### src/ccr_pkg.sv
// Purpose: constants for the converter configuration register group
// Assumes: byte-wide register port, byte addresses as printed
// Notes:   16-bit codes occupy two consecutive byte addresses, low byte first
package ccr_pkg;

  // ==========================================================
  // address map
  localparam logic [11:0] CCR_ADDR_FS_A_LO   = 12'h030;
  localparam logic [11:0] CCR_ADDR_FS_A_HI   = 12'h031;
  localparam logic [11:0] CCR_ADDR_FS_B_LO   = 12'h032;
  localparam logic [11:0] CCR_ADDR_FS_B_HI   = 12'h033;
  localparam logic [11:0] CCR_ADDR_REF_BYP   = 12'h038;
  localparam logic [11:0] CCR_ADDR_TSTAMP    = 12'h03B;
  localparam logic [11:0] CCR_ADDR_SWING     = 12'h048;
  localparam logic [11:0] CCR_ADDR_IN_SEL    = 12'h060;
  localparam logic [11:0] CCR_ADDR_CAL_EN    = 12'h061;

  // ==========================================================
  // reset values
  localparam logic [15:0] CCR_RST_FULLSCALE  = 16'hA000;
  localparam logic [7:0]  CCR_RST_REF_BYP    = 8'h00;
  localparam logic [7:0]  CCR_RST_TSTAMP     = 8'h00;
  localparam logic [7:0]  CCR_RST_SWING      = 8'h00;
  localparam logic [7:0]  CCR_RST_IN_SEL     = 8'h01;
  localparam logic [7:0]  CCR_RST_CAL_EN     = 8'h01;

  // ==========================================================
  // field positions
  localparam int CCR_BIT_REF_BYP     = 0;
  localparam int CCR_BIT_TS_RECV     = 0;
  localparam int CCR_BIT_TS_DC       = 1;
  localparam int CCR_LSB_SWING       = 0;
  localparam int CCR_BIT_DUAL_SWAP   = 4;
  localparam int CCR_LSB_SINGLE_IN   = 0;
  localparam int CCR_BIT_CAL_EN      = 0;

  // ==========================================================
  // field encodings
  localparam logic [1:0] CCR_SWING_HIGH     = 2'h0;
  localparam logic [1:0] CCR_SWING_LOW      = 2'h1;
  localparam logic [1:0] CCR_SWING_RSVD     = 2'h2;
  localparam logic [1:0] CCR_SWING_HIGH_Z   = 2'h3;
  localparam logic [1:0] CCR_SINGLE_FIRST   = 2'h1;
  localparam logic [1:0] CCR_SINGLE_SECOND  = 2'h2;

  typedef enum logic [3:0] {
    CCR_DRV_HIGH_SWING   = 4'h1,
    CCR_DRV_LOW_SWING    = 4'h2,
    CCR_DRV_HIGH_Z_SWING = 4'h4,
    CCR_DRV_RESERVED     = 4'h8
  } ccr_drv_mode_t;

endpackage : ccr_pkg

### src/ccr_regs.sv
// Purpose: configuration register group of a dual-channel data converter
// Assumes: byte-wide write/read port from the serial configuration decoder
// Notes:   read data registered, one cycle after rd_en
//          host-side ordering of calibration enable is not policed here
//          16-bit codes are written one byte at a time, low byte first
//
// Function
// - first input full-scale code, 16 bits, resets to 0xA000
// - second input full-scale code, 16 bits, same encoding and reset
// - reference bypass bit selects analog core supply as reference
// - timestamp register bit 0 enables timestamp receiver, off at reset
// - timestamp register bit 1 selects DC-coupled termination mode
// - two-bit swing field picks high, low, reserved or high-impedance swing
// - bit 4 swaps inputs between channels in dual-channel mode
// - single-input field picks first (1) or second (2) input when interleaved
// - calibration enable bit runs calibration high, holds it in reset low
// - clearing calibration enable resets encoder and output clock dividers
`timescale 1ns/1ps
module ccr_regs
#(
  parameter int ADDR_W = 12
) (
  input  wire logic                core_clk,
  input  wire logic                rst_n,
  input  wire logic                wr_en,
  input  wire logic                rd_en,
  input  wire logic [ADDR_W-1:0]   addr,
  input  wire logic [7:0]          wdata,
  output logic      [7:0]          rdata,
  input  wire logic                interleave_mode,
  output logic      [15:0]         input_a_fullscale_code,
  output logic      [15:0]         input_b_fullscale_code,
  output logic                     reference_bypass_bit,
  output logic                     timestamp_receiver_on,
  output logic                     timestamp_dc_coupled_mode,
  output ccr_pkg::ccr_drv_mode_t   output_drive_mode,
  output logic                     channel_a_takes_second,
  output logic                     channel_b_takes_first,
  output logic                     interleave_first_input_mode,
  output logic                     interleave_second_input_mode,
  output logic                     calibration_run,
  output logic                     calibration_reset,
  output logic                     divider_reset
);

  import ccr_pkg::*;

  // ==========================================================
  // storage
  logic [15:0] input_a_fullscale;
  logic [15:0] input_b_fullscale;
  logic [7:0]  reference_bypass;
  logic [7:0]  timestamp_input_control;
  logic [7:0]  output_swing_mode;
  logic [7:0]  input_select;
  logic [7:0]  calibration_enable;

  // address decode on the low twelve bits; a wider port aliases the map
  // every twelve-bit span, which the host must keep in mind
  wire logic [11:0] a12 = 12'(addr);
  wire logic hit_fs_a_lo = (a12 == CCR_ADDR_FS_A_LO);
  wire logic hit_fs_a_hi = (a12 == CCR_ADDR_FS_A_HI);
  wire logic hit_fs_b_lo = (a12 == CCR_ADDR_FS_B_LO);
  wire logic hit_fs_b_hi = (a12 == CCR_ADDR_FS_B_HI);
  wire logic hit_ref     = (a12 == CCR_ADDR_REF_BYP);
  wire logic hit_ts      = (a12 == CCR_ADDR_TSTAMP);
  wire logic hit_swing   = (a12 == CCR_ADDR_SWING);
  wire logic hit_in_sel  = (a12 == CCR_ADDR_IN_SEL);
  wire logic hit_cal     = (a12 == CCR_ADDR_CAL_EN);

  // ==========================================================
  // write strobes, one per byte address; a write to an unmapped
  // address raises none of them and is dropped
  wire logic wr_fs_a_lo = wr_en && hit_fs_a_lo;
  wire logic wr_fs_a_hi = wr_en && hit_fs_a_hi;
  wire logic wr_fs_b_lo = wr_en && hit_fs_b_lo;
  wire logic wr_fs_b_hi = wr_en && hit_fs_b_hi;
  wire logic wr_ref     = wr_en && hit_ref;
  wire logic wr_ts      = wr_en && hit_ts;
  wire logic wr_swing   = wr_en && hit_swing;
  wire logic wr_in_sel  = wr_en && hit_in_sel;
  wire logic wr_cal     = wr_en && hit_cal;

  // byte strobes gathered per channel, index 0 is the first input
  wire logic [1:0] wr_fs_lo = {wr_fs_b_lo, wr_fs_a_lo};
  wire logic [1:0] wr_fs_hi = {wr_fs_b_hi, wr_fs_a_hi};

  // ==========================================================
  // full-scale codes; each byte lands alone, so a 16-bit change
  // shows a mixed code between its two byte writes
  for (genvar ch = 0; ch < 2; ch++) begin : g_fullscale
    logic [15:0] fullscale;
    always_ff @(posedge core_clk) begin
      if (!rst_n) begin
        fullscale <= CCR_RST_FULLSCALE;
      end else begin
        if (wr_fs_lo[ch]) fullscale[7:0]  <= wdata;
        if (wr_fs_hi[ch]) fullscale[15:8] <= wdata;
      end
    end
  end : g_fullscale

  // per-channel codes under their register names
  assign input_a_fullscale = g_fullscale[0].fullscale;
  assign input_b_fullscale = g_fullscale[1].fullscale;

  // ==========================================================
  // byte registers; whole bytes stored, reserved bits included

  // reference bypass, only bit 0 acts
  always_ff @(posedge core_clk) begin
    if (!rst_n) begin
      reference_bypass <= CCR_RST_REF_BYP;
    end else if (wr_ref) begin
      reference_bypass <= wdata;
    end
  end

  // timestamp receiver control, receiver off after reset
  always_ff @(posedge core_clk) begin
    if (!rst_n) begin
      timestamp_input_control <= CCR_RST_TSTAMP;
    end else if (wr_ts) begin
      timestamp_input_control <= wdata;
    end
  end

  // output swing mode, high swing after reset
  always_ff @(posedge core_clk) begin
    if (!rst_n) begin
      output_swing_mode <= CCR_RST_SWING;
    end else if (wr_swing) begin
      output_swing_mode <= wdata;
    end
  end

  // input select, first input after reset
  always_ff @(posedge core_clk) begin
    if (!rst_n) begin
      input_select <= CCR_RST_IN_SEL;
    end else if (wr_in_sel) begin
      input_select <= wdata;
    end
  end

  // calibration enable, running after reset; clearing it stops
  // calibration and the dividers from the very next edge
  always_ff @(posedge core_clk) begin
    if (!rst_n) begin
      calibration_enable <= CCR_RST_CAL_EN;
    end else if (wr_cal) begin
      calibration_enable <= wdata;
    end
  end

  // ==========================================================
  // read mux; address hits are exclusive, so an and-or tree is enough,
  // and unmapped addresses fall through to zero
  wire logic [7:0] next_rdata =
      ({8{hit_fs_a_lo}} & input_a_fullscale[7:0])
    | ({8{hit_fs_a_hi}} & input_a_fullscale[15:8])
    | ({8{hit_fs_b_lo}} & input_b_fullscale[7:0])
    | ({8{hit_fs_b_hi}} & input_b_fullscale[15:8])
    | ({8{hit_ref}}     & reference_bypass)
    | ({8{hit_ts}}      & timestamp_input_control)
    | ({8{hit_swing}}   & output_swing_mode)
    | ({8{hit_in_sel}}  & input_select)
    | ({8{hit_cal}}     & calibration_enable);

  // read data register; it holds the last value between reads, so a
  // host that samples late still sees the byte it asked for
  always_ff @(posedge core_clk) begin
    if (!rst_n) rdata <= 8'h00;
    else if (rd_en) rdata <= next_rdata;
  end

  // ==========================================================
  // field decode toward the analog and clocking logic; reserved bits
  // of each register are not looked at here
  wire logic [1:0] swing_code  = output_swing_mode[CCR_LSB_SWING +: 2];
  wire logic [1:0] single_code = input_select[CCR_LSB_SINGLE_IN +: 2];
  wire logic       dual_swap   = input_select[CCR_BIT_DUAL_SWAP];
  wire logic       cal_bit     = calibration_enable[CCR_BIT_CAL_EN];

  // swing selection; the reserved code gets its own mode value so that
  // a host writing it can be caught instead of silently remapped
  always_comb begin
    unique case (swing_code)
      CCR_SWING_HIGH:   output_drive_mode = CCR_DRV_HIGH_SWING;
      CCR_SWING_LOW:    output_drive_mode = CCR_DRV_LOW_SWING;
      CCR_SWING_RSVD:   output_drive_mode = CCR_DRV_RESERVED;
      CCR_SWING_HIGH_Z: output_drive_mode = CCR_DRV_HIGH_Z_SWING;
    endcase
  end

  // fullscale codes and receiver controls straight from the registers
  assign input_a_fullscale_code    = input_a_fullscale;
  assign input_b_fullscale_code    = input_b_fullscale;
  assign reference_bypass_bit      = reference_bypass[CCR_BIT_REF_BYP];
  assign timestamp_receiver_on     = timestamp_input_control[CCR_BIT_TS_RECV];
  assign timestamp_dc_coupled_mode = timestamp_input_control[CCR_BIT_TS_DC];

  // input routing: swap only in dual mode, selection only in interleave mode;
  // reserved single-input codes 0 and 3 select neither input
  assign channel_a_takes_second = !interleave_mode && dual_swap;
  assign channel_b_takes_first  = !interleave_mode && dual_swap;
  assign interleave_first_input_mode  =
    interleave_mode && (single_code == CCR_SINGLE_FIRST);
  assign interleave_second_input_mode =
    interleave_mode && (single_code == CCR_SINGLE_SECOND);

  // calibration run/hold and divider reset from one bit; the dividers
  // restart whenever calibration is held, and the host alone keeps the
  // order of this bit against the output interface enable
  assign calibration_run   = cal_bit;
  assign calibration_reset = !cal_bit;
  assign divider_reset     = !cal_bit;

endmodule : ccr_regs

### config.mk
export PLATFORM = sky130hd
export DESIGN_NAME = ccr_regs
export DESIGN_NICKNAME = d
export VERILOG_FILES = /design/src/ccr_pkg.sv /design/src/ccr_regs.sv
export SDC_FILE = /design/constraint.sdc
export NUM_CORES = 1
export LEC_CHECK = 0
export BUFFER_PORTS_ARGS = -buffer_cell sky130_fd_sc_hd__buf_2
export CORE_ASPECT_RATIO = 0.5
export CORE_UTILIZATION = 32
export DETAILED_ROUTE_END_ITERATION = 7
export PLACE_DENSITY = 0.54
export SLEW_MARGIN = 15
export SYNTH_ARGS = -nofsm -noshare
export SYNTH_HDL_FRONTEND = slang
export SYNTH_SLANG_ARGS = --single-unit
### constraint.sdc
create_clock -name core_clk -period 2.3 [get_ports core_clk]
set_input_delay 0.575 -clock core_clk [delete_from_list [all_inputs] [get_ports core_clk]]
set_output_delay 0.575 -clock core_clk [all_outputs]
set_load 0.05 [all_outputs]
==> results.sh <==
export IMPL_status="complete, no violations"
export IMPL_rr_worst_depth=4
export IMPL_wl_per_cell_um=17.6
export IMPL_power_frac_comb=0.075
export IMPL_syn_instance_count=403
export IMPL_post_route_drc_count=0
export IMPL_die_x_um=160
export IMPL_cts_tree="done"
export IMPL_clock_path_buffers=2
export IMPL_synth_yosys_seq_area_share=0.402
export IMPL_routabilityCongestion=0.808
export IMPL_finalHoldViolCount=0
export IMPL_fin_crit_sh=0.786
export IMPL_fmax_mhz=553
export IMPL_grt_pass1_vias=2806
export IMPL_grt_ovfl_total=0
export IMPL_tightest_slew_ns=0.502
export IMPL_synth_top_area_cell="dfxtp_1"
export IMPL_drive_above_1_share=0.283
export IMPL_synth_top_flop_cell="dfxtp_1"
export IMPL_nets=500
export IMPL_setup_ws_ns=0.493
export IMPL_worstPathRequired_ns=2.56
export IMPL_dp_hpwl_um=8260
export IMPL_synth_edff_count=0
export IMPL_synth_cell_types=49
export IMPL_min_period_ns=1.81
export IMPL_slew_headroom=0.664
export IMPL_cts_made_buffers=9
export IMPL_fin_tns_setup_ns=0
export IMPL_p_leak_uw=0.00232
export IMPL_antenna_found_initial=0
export IMPL_crit_path_end_kind="flop"
export IMPL_synthToLayoutAreaGrowth_pct=22.6
export IMPL_ys_seq_elements=80
export IMPL_cts_hold_buffers=0
export IMPL_htreeDepth=3
export IMPL_post_route_util=0.407
export IMPL_grt_pass1_wl_um=17100
export IMPL_cp_arrival_ns=2.07
export IMPL_synth_warning_count=0
export IMPL_drtIter0Drc=224
export IMPL_min_from="timestamp_input_control[5]"
export IMPL_internal_power_uw=2370
export IMPL_antennaDiodeCount=0
export IMPL_via_count=3159
export IMPL_postCtsSetupBuffers=0
export IMPL_async_flop_share=0
export IMPL_min_to="timestamp_input_control[5]"
export IMPL_ios=79
export IMPL_synth_area_mm2=0.00398
export IMPL_synth_nets=428
export IMPL_synth_common_cells="80 x dfxtp_1, 80 x mux2i_1, 58 x nor2b_1"
export IMPL_reg2reg_slack_ns=0.81
export IMPL_hold_depth=2
export IMPL_cts_root_buf="clkbuf_16"
export IMPL_grt_use_total=0.178
export IMPL_post_place_ws_ns=0.144
export IMPL_p_seq_frac=0.450
export IMPL_cts_sinks=80
export IMPL_cp_start_kind="input port"
export IMPL_core_area_mm2=0.0120
export IMPL_switching_power_uw=734
export IMPL_synth_area_per_cell_um2=9.88
export IMPL_post_cts_resized=0
export IMPL_die_area_mm2=0.0129
export IMPL_drt_vias_per_instance=4.90
export IMPL_firstDrtPassIters=4
export IMPL_setup_worst_path_class="input port to flop"
export IMPL_power_per_cell_area_mw_per_mm2=635
export IMPL_final_antenna_net_count=0
export IMPL_start_util=0.332
export IMPL_finClkSkew_ns=0.00553
export IMPL_vdd_ir_drop_max_mv=0.300
export IMPL_rr_startpoint="input_a_fullscale_code[5]"
export IMPL_hold_ws_ns=0.460
export IMPL_hp_class="flop to flop"
export IMPL_routed_wl_um=11300
export IMPL_ys_top_cells_by_area="dfxtp_1 40%, mux2i_1 20%, nor2b_1 9.1%"
export IMPL_port_buffers=78
export IMPL_grt_max_degree=49
export IMPL_cp_max_fo=15
export IMPL_setup_viol_count_final=0
export IMPL_die_y_um=80.9
export IMPL_rows=28
export IMPL_clkPwrFrac=0.475
export IMPL_synth_top_cell_area_share=0.402
export IMPL_finalMaxSlewViolations=0
export IMPL_r2r_end="rdata[5]"
export IMPL_switching_share=0.237
export IMPL_maxCapViolCount=0
export IMPL_clk_latency_ns=0.34
export IMPL_rsz0062_at_grt="no"
export IMPL_cts_clk_slew_worst_paths_ns=0.06
how the worst max path moves through the flow:
stage | startpoint | end | slack (ns)
floorplan | interleave_mode | channel_b_takes_first | 0.09
global placement | addr[3] | rdata[3] | 0.13
detailed placement | addr[3] | rdata[6] | 0.14
CTS | addr[3] | rdata[7] | 0.50
global route | addr[3] | output_swing_mode[6] | 0.38
finish | addr[3] | rdata[7] | 0.49
stage by stage:
| step | power (µW) | cells | instance area, µm² |
|---|---|---|---|
| after floorplan | 1580 | 403 | 3980 |
| after global placement | 1660 | 629 | 4570 |
| after global routing | 3220 | 645 | 4880 |
| after detailed placement | 1660 | 629 | 4570 |
| final | 3100 | 645 | 4880 |
| after CTS | 3130 | 645 | 4880 |
cells by family after synthesis:
group           after synthesis  synth area share
compound gates               55            0.0949
buf+inv                      36            0.0383
flops                        80             0.402
mux                          86             0.218
simple gates                146             0.246
power by group through the flow:
| stage | clock, µW | sequential, µW | combinational [µW] |
|---|---|---|---|
| after CTS | 1500 | 1400 | 235 |
| after global placement | 0 | 1430 | 234 |
| after floorplan | 0 | 1450 | 128 |
| final | 1470 | 1400 | 234 |
| after global routing | 1570 | 1400 | 251 |
| after detailed placement | 0 | 1430 | 234 |
sequential cells by signal (all words and copies together), names as in the netlist:
register                 count
reference_bypass             8
input_select                 8
input_b_fullscale_code      16
timestamp_input_control      8
calibration_enable           8
output_swing_mode            8
rdata                        8
input_a_fullscale_code      16
cell usage in the layout (no fill, tap or decap), types with 5 or more instances in the layout:
cell,netlist,final
nand2_1,37,37
nor2_1,6,6
mux2_2,6,6
a22o_1,5,5
mux2i_1,80,80
o21ai_0,10,10
buf_2,7,78
buf_4,2,16
a31oi_1,6,6
and2_1,6,6
dfxtp_1,80,80
a21oi_1,11,11
nor2b_1,58,58
nand3_1,7,7
nand4_2,6,6
clkbuf_16,0,9
worst max-delay path, cell delays in order:
cell and delay (ns):
buf_2 0.30, nor4b_4 0.50, and3_1 0.41, nand2_1 0.09
a31oi_1 0.18
layer usage:
metal,vias up,part of all wire,GRT usage
met5,-,0,0
met4,0,0.0088,0.0462
met3,8,0.046,0.0414
met2,63,0.42,0.252
met1,1504,0.53,0.266
li1,1584,-,-
area by class of cell:
type / count / area [µm²]
Clock inverter: 4 / 52.6
Clock buffer: 12 / 256
Multi-Input combinational cell: 287 / 2230
Inverter: 2 / 7.51
Timing Repair Buffer: 95 / 531
Sequential cell: 80 / 1600
Tap cell: 165 / 206
Fill cell: 1226 / 7100
Note: power is estimated with default switching activity, not from simulation.
